$ cat src/pldc_map.vh
`ifndef PLDC_MAP_VH
`define PLDC_MAP_VH
// ----------------------------------------
// register byte offsets
// ----------------------------------------
`define PLDC_OFS_OD_EN 8'h00
`define PLDC_OFS_OD_DIS 8'h04
`define PLDC_OFS_OD_STAT 8'h08
`define PLDC_OFS_PU_DIS 8'h0c
`define PLDC_OFS_PU_EN 8'h10
`define PLDC_OFS_PU_STAT 8'h14
`define PLDC_OFS_PA_SEL 8'h18
`define PLDC_OFS_PB_SEL 8'h1c
`define PLDC_OFS_PAB_STAT 8'h20
`define PLDC_OFS_DW_EN 8'h24
`define PLDC_OFS_DW_DIS 8'h28
`define PLDC_OFS_DW_STAT 8'h2c
`define PLDC_OFS_OUT_LVL 8'h30
// ----------------------------------------
// reset values
// ----------------------------------------
`define PLDC_RST_OD 32'h00000000
`define PLDC_RST_PU_ON 32'hffffffff
`define PLDC_RST_PB 32'h00000000
`define PLDC_RST_DW 32'h00000000
`define PLDC_RST_LVL 32'h00000000
// ----------------------------------------
// bus widths and answers
// ----------------------------------------
`define PLDC_AW 8
`define PLDC_DW 32
`define PLDC_RESP_OKAY 2'b00
`define PLDC_RESP_SLVERR 2'b10
`endif

$ cat src/pldc_setclr.v
`timescale 1ns/1ns
// ----------------------------------------
// per-line set/clear state register
// ----------------------------------------
module pldc_setclr #(
  parameter [31:0] RST_VAL = 32'h00000000
) (
  input wire ref_clk_in, // system clock
  input wire rstn_in, // synchronous reset, active low
  input wire [31:0] set_in, // one-cycle set mask
  input wire [31:0] clr_in, // one-cycle clear mask
  output reg [31:0] state_out // per-line state
);
  genvar i;
  generate
    for (i = 0; i < 32; i = i + 1) begin : g_line
      // only one of set/clear is ever pulsed per write
      always @(posedge ref_clk_in) begin
        if (!rstn_in) begin
          state_out[i] <= RST_VAL[i];
        end else if (set_in[i]) begin
          state_out[i] <= 1'b1;
        end else if (clr_in[i]) begin
          state_out[i] <= 1'b0;
        end
      end
    end
  endgenerate
endmodule

$ cat src/pldc_axil_wr.v
`timescale 1ns/1ns
`include "pldc_map.vh"
// ----------------------------------------
// axi4-lite write channel capture
// ----------------------------------------
module pldc_axil_wr (
  input wire ref_clk_in, // system clock
  input wire rstn_in, // synchronous reset, active low
  input wire [`PLDC_AW-1:0] awaddr_in, // write address
  input wire awvalid_in, // write address valid
  output reg awready_out, // write address ready
  input wire [31:0] wdata_in, // write data
  input wire [3:0] wstrb_in, // byte strobes
  input wire wvalid_in, // write data valid
  output reg wready_out, // write data ready
  output reg bvalid_out, // response valid
  output reg [1:0] bresp_out, // response code
  input wire bready_in, // response ready
  input wire [1:0] resp_in, // response for the captured address
  output reg wr_go_out, // one-cycle commit pulse
  output reg [`PLDC_AW-1:0] wr_addr_out, // captured address
  output reg [31:0] wr_data_out, // captured data
  output reg [3:0] wr_strb_out // captured strobes
);
  reg have_a_ff;
  reg have_d_ff;
  wire take_a = awvalid_in & awready_out;
  wire take_d = wvalid_in & wready_out;
  wire a_ok = have_a_ff | take_a;
  wire d_ok = have_d_ff | take_d;

  always @(posedge ref_clk_in) begin
    if (!rstn_in) begin
      have_a_ff <= 1'b0;
      have_d_ff <= 1'b0;
      awready_out <= 1'b0;
      wready_out <= 1'b0;
      bvalid_out <= 1'b0;
      bresp_out <= `PLDC_RESP_OKAY;
      wr_go_out <= 1'b0;
      wr_addr_out <= {`PLDC_AW{1'b0}};
      wr_data_out <= 32'h00000000;
      wr_strb_out <= 4'h0;
    end else begin
      wr_go_out <= 1'b0;
      if (take_a) begin
        wr_addr_out <= awaddr_in;
      end
      if (take_d) begin
        wr_data_out <= wdata_in;
        wr_strb_out <= wstrb_in;
      end
      if (bvalid_out) begin
        awready_out <= 1'b0;
        wready_out <= 1'b0;
        if (bready_in) begin
          bvalid_out <= 1'b0;
        end
      end else if (a_ok && d_ok && !wr_go_out) begin
        have_a_ff <= 1'b0;
        have_d_ff <= 1'b0;
        awready_out <= 1'b0;
        wready_out <= 1'b0;
        wr_go_out <= 1'b1;
      end else begin
        have_a_ff <= a_ok;
        have_d_ff <= d_ok;
        awready_out <= !a_ok && !wr_go_out;
        wready_out <= !d_ok && !wr_go_out;
      end
      // response one cycle after commit, address decoded by parent
      if (wr_go_out) begin
        bvalid_out <= 1'b1;
        bresp_out <= resp_in;
      end
    end
  end
endmodule

$ cat src/pldc_io_cfg.v
`timescale 1ns/1ns
`include "pldc_map.vh"
module pldc_io_cfg (
  input wire ref_clk_in, // system clock, 50 mhz
  input wire rstn_in, // synchronous reset, active low
  input wire [`PLDC_AW-1:0] awaddr_in, // axi write address
  input wire awvalid_in, // axi write address valid
  output wire awready_out, // axi write address ready
  input wire [31:0] wdata_in, // axi write data
  input wire [3:0] wstrb_in, // axi write strobes
  input wire wvalid_in, // axi write data valid
  output wire wready_out, // axi write data ready
  output wire bvalid_out, // axi write response valid
  output wire [1:0] bresp_out, // axi write response
  input wire bready_in, // axi write response ready
  input wire [`PLDC_AW-1:0] araddr_in, // axi read address
  input wire arvalid_in, // axi read address valid
  output reg arready_out, // axi read address ready
  output reg [31:0] rdata_out, // axi read data
  output reg [1:0] rresp_out, // axi read response
  output reg rvalid_out, // axi read data valid
  input wire rready_in, // axi read data ready
  output reg [31:0] open_drain_out, // per line: 1 = drive low only
  output reg [31:0] pullup_on_out, // per line: 1 = pull-up resistor on
  output reg [31:0] periph_b_out, // per line: 1 = peripheral b, 0 = a
  output reg [31:0] level_out, // per line drive level
  output reg [31:0] pad_oe_out // per line pad output enable
);
  wire wr_go;
  wire [`PLDC_AW-1:0] wr_addr;
  wire [31:0] wr_data;
  wire [3:0] wr_strb;
  wire [31:0] od_state;
  wire [31:0] pu_state;
  wire [31:0] pb_state;
  wire [31:0] dw_state;
  reg [31:0] level_ff;
  reg [31:0] nxt_level;

  // ----------------------------------------
  // address decode
  // ----------------------------------------
  function is_mapped;
    input [`PLDC_AW-1:0] a;
    begin
      is_mapped = (a[1:0] == 2'b00) && (a <= `PLDC_OFS_OUT_LVL);
    end
  endfunction

  // every operand is an argument, so the masks follow each commit pulse
  function [31:0] hit_mask;
    input go;
    input [`PLDC_AW-1:0] a;
    input [`PLDC_AW-1:0] ofs;
    input [31:0] d;
    input [3:0] s;
    begin
      hit_mask = (go && a == ofs) ? lane_data(d, s) : 32'h00000000;
    end
  endfunction

  function [31:0] lane_data;
    input [31:0] d;
    input [3:0] s;
    begin
      lane_data = d & {{8{s[3]}}, {8{s[2]}}, {8{s[1]}}, {8{s[0]}}};
    end
  endfunction

  wire [1:0] wr_resp = is_mapped(wr_addr) ? `PLDC_RESP_OKAY : `PLDC_RESP_SLVERR;
  wire [31:0] od_set = hit_mask(wr_go, wr_addr, `PLDC_OFS_OD_EN, wr_data, wr_strb);
  wire [31:0] od_clr = hit_mask(wr_go, wr_addr, `PLDC_OFS_OD_DIS, wr_data, wr_strb);
  wire [31:0] pu_set = hit_mask(wr_go, wr_addr, `PLDC_OFS_PU_EN, wr_data, wr_strb);
  wire [31:0] pu_clr = hit_mask(wr_go, wr_addr, `PLDC_OFS_PU_DIS, wr_data, wr_strb);
  wire [31:0] pb_set = hit_mask(wr_go, wr_addr, `PLDC_OFS_PB_SEL, wr_data, wr_strb);
  wire [31:0] pb_clr = hit_mask(wr_go, wr_addr, `PLDC_OFS_PA_SEL, wr_data, wr_strb);
  wire [31:0] dw_set = hit_mask(wr_go, wr_addr, `PLDC_OFS_DW_EN, wr_data, wr_strb);
  wire [31:0] dw_clr = hit_mask(wr_go, wr_addr, `PLDC_OFS_DW_DIS, wr_data, wr_strb);

  pldc_axil_wr u_wr (
    .ref_clk_in(ref_clk_in),
    .rstn_in(rstn_in),
    .awaddr_in(awaddr_in),
    .awvalid_in(awvalid_in),
    .awready_out(awready_out),
    .wdata_in(wdata_in),
    .wstrb_in(wstrb_in),
    .wvalid_in(wvalid_in),
    .wready_out(wready_out),
    .bvalid_out(bvalid_out),
    .bresp_out(bresp_out),
    .bready_in(bready_in),
    .resp_in(wr_resp),
    .wr_go_out(wr_go),
    .wr_addr_out(wr_addr),
    .wr_data_out(wr_data),
    .wr_strb_out(wr_strb)
  );

  // ----------------------------------------
  // configuration state, one bit per line
  // ----------------------------------------
  // line mapping
  pldc_setclr #(.RST_VAL(`PLDC_RST_OD)) u_od (
    .ref_clk_in(ref_clk_in),
    .rstn_in(rstn_in),
    .set_in(od_set),
    .clr_in(od_clr),
    .state_out(od_state)
  );

  pldc_setclr #(.RST_VAL(`PLDC_RST_PU_ON)) u_pu (
    .ref_clk_in(ref_clk_in),
    .rstn_in(rstn_in),
    .set_in(pu_set),
    .clr_in(pu_clr),
    .state_out(pu_state)
  );

  pldc_setclr #(.RST_VAL(`PLDC_RST_PB)) u_pb (
    .ref_clk_in(ref_clk_in),
    .rstn_in(rstn_in),
    .set_in(pb_set),
    .clr_in(pb_clr),
    .state_out(pb_state)
  );

  pldc_setclr #(.RST_VAL(`PLDC_RST_DW)) u_dw (
    .ref_clk_in(ref_clk_in),
    .rstn_in(rstn_in),
    .set_in(dw_set),
    .clr_in(dw_clr),
    .state_out(dw_state)
  );

  // ----------------------------------------
  // output level value
  // ----------------------------------------
  always @* begin
    nxt_level = level_ff;
    if (wr_go && wr_addr == `PLDC_OFS_OUT_LVL) begin
      nxt_level = (level_ff & ~dw_state) | (lane_data(wr_data, wr_strb) & dw_state)
        | (level_ff & dw_state & ~{{8{wr_strb[3]}}, {8{wr_strb[2]}},
        {8{wr_strb[1]}}, {8{wr_strb[0]}}});
    end
  end

  always @(posedge ref_clk_in) begin
    if (!rstn_in) begin
      level_ff <= `PLDC_RST_LVL;
    end else begin
      level_ff <= nxt_level;
    end
  end

  // ----------------------------------------
  // pad-facing outputs
  // ----------------------------------------
  always @(posedge ref_clk_in) begin
    if (!rstn_in) begin
      open_drain_out <= `PLDC_RST_OD;
      pullup_on_out <= `PLDC_RST_PU_ON;
      periph_b_out <= `PLDC_RST_PB;
      level_out <= `PLDC_RST_LVL;
      pad_oe_out <= 32'hffffffff;
    end else begin
      open_drain_out <= od_state;
      pullup_on_out <= pu_state;
      periph_b_out <= pb_state;
      level_out <= level_ff;
      pad_oe_out <= ~od_state | ~level_ff;
    end
  end

  // ----------------------------------------
  // axi4-lite read channel
  // ----------------------------------------
  reg [31:0] rd_val;
  always @* begin
    rd_val = 32'h00000000;
    case (araddr_in)
      `PLDC_OFS_OD_STAT: rd_val = od_state;
      `PLDC_OFS_PU_STAT: rd_val = ~pu_state;
      `PLDC_OFS_PAB_STAT: rd_val = pb_state;
      `PLDC_OFS_DW_STAT: rd_val = dw_state;
      `PLDC_OFS_OUT_LVL: rd_val = level_ff;
      default: rd_val = 32'h00000000;
    endcase
  end

  always @(posedge ref_clk_in) begin
    if (!rstn_in) begin
      arready_out <= 1'b0;
      rvalid_out <= 1'b0;
      rdata_out <= 32'h00000000;
      rresp_out <= `PLDC_RESP_OKAY;
    end else begin
      if (rvalid_out) begin
        arready_out <= 1'b0;
        if (rready_in) begin
          rvalid_out <= 1'b0;
        end
      end else if (arvalid_in && arready_out) begin
        arready_out <= 1'b0;
        rvalid_out <= 1'b1;
        rdata_out <= rd_val;
        rresp_out <= is_mapped(araddr_in) ? `PLDC_RESP_OKAY : `PLDC_RESP_SLVERR;
      end else begin
        arready_out <= 1'b1;
      end
    end
  end
endmodule

$ cat config.mk
export PLATFORM = sky130hd
export DESIGN_NAME = pldc_io_cfg
export DESIGN_NICKNAME = d
export VERILOG_FILES = /design/src/pldc_setclr.v /design/src/pldc_axil_wr.v /design/src/pldc_io_cfg.v
export VERILOG_INCLUDE_DIRS = /design/src
export SDC_FILE = /design/constraint.sdc
export NUM_CORES = 1
export LEC_CHECK = 0
export ABC_AREA = 1
export BUFFER_PORTS_ARGS = -buffer_cell sky130_fd_sc_hd__buf_2
export CORE_MARGIN = 1
export CORE_UTILIZATION = 50
export CTS_BUF_LIST = sky130_fd_sc_hd__clkbuf_4 sky130_fd_sc_hd__clkbuf_8
export DETAILED_ROUTE_END_ITERATION = 8
export PLACE_DENSITY_LB_ADDON = 0.25
export SLEW_MARGIN = 20
export SYNTH_ARGS = -nofsm -noshare
export SYNTH_HDL_FRONTEND = slang
export SYNTH_SLANG_ARGS = --single-unit
$ cat constraint.sdc
create_clock -name ref_clk_in -period 4 [get_ports ref_clk_in]
set_clock_uncertainty 0.15 [all_clocks]
set_input_delay 0.2 -clock ref_clk_in [delete_from_list [all_inputs] [get_ports ref_clk_in]]
set_output_delay 0.2 -clock ref_clk_in [all_outputs]
set_load 0.05 [all_outputs]
After elaboration in Yosys (flattened, before gate mapping):

Index checks and enable logic that the tools add are counted.

* flip-flop bits (word level): 408
* input bits: 59
* output and inout port bits: 201
* logic and storage cells: 549

* $lt $le $gt $ge: 2
* reductions and logical operators: 154
* equal/unequal tests: 13
* mux-type cells: 213
* bitwise logic cells: 19

Operator list (number)
* 32-bit two-way mux: 8
* 1-bit two-way mux: 202
* 2-bit nonzero test: 96
* 32-bit AND: 5
* 32-bit NOT: 5
* 32-bit one-hot mux with 5 select lines: 1
* 32-bit OR: 3
* 2-bit OR reduction: 34
* 8-bit by 6-bit == test with 1-bit output (second input constant): 6
* 8-bit by 5-bit == test with 1-bit output (second input constant): 4
* 8-bit by 4-bit == test with 1-bit output (second input constant): 2
* 8-bit by 6-bit <= comparator with 1-bit output (second input constant): 2
* 1-bit logical AND: 16
* 8-bit by 3-bit == test with 1-bit output (second input constant): 1
* 8-bit logical NOT: 1
* 2-bit logical NOT: 2
* 2-bit two-way mux: 2
* 1-bit logical NOT: 3
* 3-bit OR reduction: 1
* 1-bit AND: 2
* 1-bit NOT: 2
* 1-bit OR: 2
* 2-bit AND reduction: 1

Depth between registers and ports, before layout:

* depth after elaboration: 5
* depth in mapped cells: 9
* depth with buffers taken out: 8

Modules after synthesis:

Synthesis repeated with hierarchy kept, for this count alone.

* cells, all modules: 2406
* area total of the unflattened synthesis: 17038.8 um2

By module, submodules not included
* pldc_io_cfg: instances 1, seq. area each 4544.4 um2, cells an instance 1520, area an instance 10107.2 um2
* pldc_setclr (u_dw ...): instances 3, seq. area each 640.6 um2, cells an instance 164, area an instance 1311.3 um2
* pldc_axil_wr: instances 1, seq. area each 1041.0 um2, cells an instance 230, area an instance 1805.5 um2
* pldc_setclr (u_pu): instances 1, seq. area each 640.6 um2, cells an instance 164, area an instance 1192.4 um2

Worst setup path after synthesis:

No wires, ideal clock.

* path kind: register to register
* from: reg arready_out
* to: reg rdata_out[10]
* data required time: 3.730 ns
* library setup time: 0.120 ns
* period minus slack after synthesis: 1.796 ns
* arrival: 1.526 ns
* setup slack: 2.204 ns
* cell stages (with the launch flop): 7
* buffers on the path: 1
* cell sequence: dfxtp_1 nand2_1 nor2_1 inv_1 clkbuf_1 a21oi_1 a21oi_1

* word-level cells in the longest chain between the ends: 2

RTL lines
* start, declared: line pldc_io_cfg.v:18 `output reg arready_out,`
* start signal, assigned: line pldc_io_cfg.v:193 `arready_out <= 1'b0;`
* start signal, assigned: line pldc_io_cfg.v:199 `arready_out <= 1'b0;`
* start signal, assigned: line pldc_io_cfg.v:204 `arready_out <= 1'b0;`
* 1-bit logical AND: line pldc_io_cfg.v:203 `end else if (arvalid_in && arready_out) begin`
* 2-bit AND reduction (no source line)
* end signal, assigned: line pldc_io_cfg.v:206 `rdata_out <= rd_val;`
* end, declared: line pldc_io_cfg.v:19 `output reg [31:0] rdata_out,`

Every way passes these cells.
A chain may end at the register's enable or synchronous reset.

Worst setup path in the final report:

* from: reg u_wr.wr_addr_out[7]
* to: reg u_dw.state_out[5]

* word-level cells in the longest chain between the ends: 4
* elaborated cells on any way between the ends: 8
* classes of those cells: eq/ne: 2; mux: 3; reduce/logical: 3

RTL lines
* start, declared: line pldc_axil_wr.v:21 `` output reg [`PLDC_AW-1:0] wr_addr_out, ``
* start signal, assigned: line pldc_axil_wr.v:41 `` wr_addr_out <= {`PLDC_AW{1'b0}}; ``
* start signal, assigned: line pldc_axil_wr.v:47 `wr_addr_out <= awaddr_in;`
* 8-bit by 6-bit == test with 1-bit output: line pldc_io_cfg.v:58 `hit_mask = (go && a == ofs) ? lane_data(d, s) : 32'h00000000;`
* 1-bit logical AND: line pldc_io_cfg.v:58
* 32-bit two-way mux: line pldc_io_cfg.v:58
* 1-bit two-way mux or 2-bit nonzero test (tied branches)
* end signal, assigned by index: line pldc_setclr.v:20 `state_out[i] <= RST_VAL[i];`
* end, declared: line pldc_setclr.v:12 `output reg [31:0] state_out`

Several ways; a longest one is shown, not always the timed one.

==> results.py <==
metrics = {
    "status": {
        "outcome": "finished, final reports clean",
    },
    "timing": {
        "hold_ws_ns": 0.0476,
        "period_share": 0.629,
        "setup_ws_ns": 1.49,
        "worst_pin_slew_ns": 1.12,
        "max_clock_freq_mhz": 398,
        "max_slew_margin": 0.249,
        "rsz0062_at_grt": "no",
        "maxSlewViolCount": 0,
        "hold_viol_final": 0,
        "tns_ns": 0,
        "post-route-min-period_ns": 2.51,
        "finalSetupViolations": 0,
    },
    "placement": {
        "dp_hpwl_mm": 29.6,
        "placed_area_mm2": 0.0173,
        "gp_congestion": 0.844,
        "portBuffers": 257,
        "place_ws_ns": 1.55,
    },
    "clock_tree": {
        "cts_buffers": 68,
        "clock_sinks": 406,
        "cts_tree": "built",
        "htree_levels": 3,
        "clk_pin_slew_worst_paths_ns": 0.06,
        "cts_buffer_depth": 3,
        "post_cts_resize_count": 0,
        "clock-root-buffer": "clkbuf_8",
        "insertion_delay_ns": 0.61,
    },
    "setup_path": {
        "r2r_cells": 7,
        "cp.required_ns": 4.36,
        "path_class": "reg -> reg",
        "start_kind": "register",
        "arrival_ns": 2.88,
        "r2r-start": "u_wr.wr_addr_out[7]$_SDFFE_PN0P_",
        "rr_endpoint": "u_dw.state_out[5]$_SDFFE_PN0P_",
        "crit_fanout": 33,
        "end_kind": "register",
        "rrSetupSlack_ns": 1.49,
    },
    "floorplan": {
        "ios": 260,
        "initial_core_util": 0.512,
        "die_area_mm2": 0.0324,
        "die_y_um": 180,
        "rows": 64,
        "core_mm2": 0.0309,
        "die_w_um": 180,
    },
    "synthesis": {
        "avgSynthCellArea_um2": 7.39,
        "synth_top_area_frac": 0.513,
        "synth_cells": 2144,
        "ys_seq_area_frac": 0.513,
        "synth_top_cell_by_area": "dfxtp_1",
        "synth_seq_cells": 406,
        "synth_area_leaders": "dfxtp_1 51%, nand2_1 12%, nand3_1 12%",
        "yosysUniqueCellTypes": 25,
        "synth_edf_count": 0,
        "ys.flop_type": "dfxtp_1",
        "synth-async-reset-ratio": 0,
        "mappedNetlistArea_mm2": 0.0158,
        "yosysWarnings": 0,
    },
    "grt": {
        "grtUsageTotal": 0.307,
        "overflow": 0,
        "use_met2": 0.481,
        "busiest_layer": "met2",
        "grt_pass1_wl_mm": 79.4,
        "use_met1": 0.412,
        "grt_pass1_vias": 14900,
        "grt_max_degree": 97,
        "gr-usage-met3": 0.0575,
        "antenna_found_initial": 0,
    },
    "worst_hold_path": {
        "holdCritStartpoint": "wvalid_in",
        "min_to": "u_wr.wr_strb_out[1]$_SDFFE_PN0P_",
        "min_path_type": "in -> reg",
        "hold_depth": 4,
    },
    "cells_and_area": {
        "drive_gt1_frac": 0.172,
        "nets": 2496,
        "stdcell_area_mm2": 0.0195,
        "n_antenna_cell": 0,
        "fill_cells": 2733,
        "area_delta_synth_final_pct": 23.0,
        "final_core_util": 0.630,
    },
    "power": {
        "irDropWorstVdd_mv": 0.316,
        "p_leak_nw": 8.81,
        "power.density_mw_per_mm2": 449,
    },
    "route": {
        "drt_iter0_drc": 1672,
        "via_count": 15900,
        "post_drt_wl_per_cell_um": 17.5,
        "drc": 0,
        "routed_wl_mm": 50.4,
        "first_pass_iters": 6,
        "vias_per_cell": 5.53,
        "drtAntennaViolNets": 0,
    },
    "run": {
        "drv_cap": 0,
    },
}
worst max-delay path, stage by stage, from the launching register on:
cell and delay (ns):
dfxtp_1 0.31, nor2_1 0.19, nand3_1 0.21, nor2_4 0.12, buf_4 0.41, and2_2 0.75
nand2_1 0.12, a21oi_1 0.16
where the power goes:
part           total, mW  switching, mW  internal (mW)
Combinational      0.671          0.498          0.173
Clock               3.91           1.66           2.25
Sequential          4.16         0.0497           4.11
Total               8.75           2.21           6.54
kinds of logic (layout without fill, tap and decap cells):
| group | after synthesis | in the layout | share of synthesized area |
|---|---|---|---|
| AOI/OAI and AO/OA | 351 | 351 | 0.117 |
| buffers and inverters | 357 | 699 | 0.0919 |
| DFF | 406 | 406 | 0.513 |
| other | 1 | 2 | 0.000237 |
| and+or+nand+nor | 1029 | 1029 | 0.278 |
cells in the final DEF, fill, tap and decap left out, types with 2 or more instances in the layout:
master / n
clkinv_1: 5
buf_2: 256
or2_2: 2
nand2_1: 513
nor3_1: 4
nor2_4: 5
clkbuf_4: 25
a211oi_1: 3
o21ai_0: 110
nand3_1: 378
conb_1: 2
clkbuf_8: 87
inv_2: 6
dlygate4sd3_1: 76
clkinv_2: 2
nor2_1: 116
nor3_4: 5
dfxtp_1: 406
inv_6: 2
a21oi_1: 205
buf_4: 26
clkinvlp_4: 2
inv_1: 208
nor2_2: 3
o211ai_1: 32
final cells by class:
cell class,count,area (µm²),share of cell area
repair buffers,359,2250,0.115
clock inverters,8,81.3,0.00417
multi-input cells,1382,6320,0.324
well taps,396,495,0.0254
clock buffers,112,1390,0.0711
flip-flops and latches,406,8130,0.417
inverters,220,828,0.0425
what timing repair did:
item                       in CTS  in global routing
hold endpoints to repair       74                  0
setup endpoints to repair       0                  0
hold buffers                   76                  0
setup buffers                   0                  0
layer usage:
layer,share of wire,up-vias
met2,0.44,949
met1,0.42,7308
met5,0,-
met4,0.037,0
li1,-,7535
met3,0.10,138
how the worst max path moves through the flow:
| stage | start | endpoint | slack [ns] | depth (start not counted) |
|---|---|---|---|---|
| 2_1_floorplan | arready_out$_SDFF_PP0_ | rdata_out[10]$_SDFFE_PN0P_ | 2.20 | 6 |
| 3_3_place_gp | u_wr.wr_addr_out[7]$_SDFFE_PN0P_ | u_dw.state_out[29]$_SDFFE_PN0P_ | 1.59 | 7 |
| 3_5_place_dp | u_wr.wr_addr_out[7]$_SDFFE_PN0P_ | u_dw.state_out[21]$_SDFFE_PN0P_ | 1.55 | 7 |
| 4_1_cts | u_wr.wr_addr_out[7]$_SDFFE_PN0P_ | u_dw.state_out[21]$_SDFFE_PN0P_ | 1.53 | 7 |
| 5_1_grt | u_wr.wr_addr_out[7]$_SDFFE_PN0P_ | u_dw.state_out[13]$_SDFFE_PN0P_ | 1.27 | 7 |
| 6_report | u_wr.wr_addr_out[7]$_SDFFE_PN0P_ | u_dw.state_out[5]$_SDFFE_PN0P_ | 1.49 | 7 |
sequential cells by signal, indices dropped and copies added, names as in the netlist, 4 cells and up:
signal and cells:
periph_b_out 32, rdata_out 32, u_dw.state_out 32, pad_oe_out 32, u_wr.wr_addr_out 8, u_wr.wr_data_out 32
level_out 32, pullup_on_out 32, u_od.state_out 32, level_ff 32, u_pb.state_out 32, u_pu.state_out 32
open_drain_out 32, u_wr.wr_strb_out 4
cells in the mapped netlist (2+ instances only):
master,count
nand2_1,513
nor2_1,122
buf_6,3
dfxtp_1,406
o211ai_1,32
nor3_1,4
inv_2,5
buf_2,53
nor3_4,3
or2_2,2
buf_1,2
buf_4,7
nor2_2,2
a211oi_1,3
clkbuf_1,72
o21ai_0,110
nor3_2,2
inv_1,210
a21oi_1,205
clkinv_1,5
nand3_1,379
per-stage QoR:
stage                     power [mW]  instances
after CTS                       8.77       2883
final                           8.75       2883
after detailed placement        4.84       2687
after global routing            9.02       2883
after global placement          4.83       2687
after floorplan                 4.64       2145
Power figures use the tool's default switching activity.
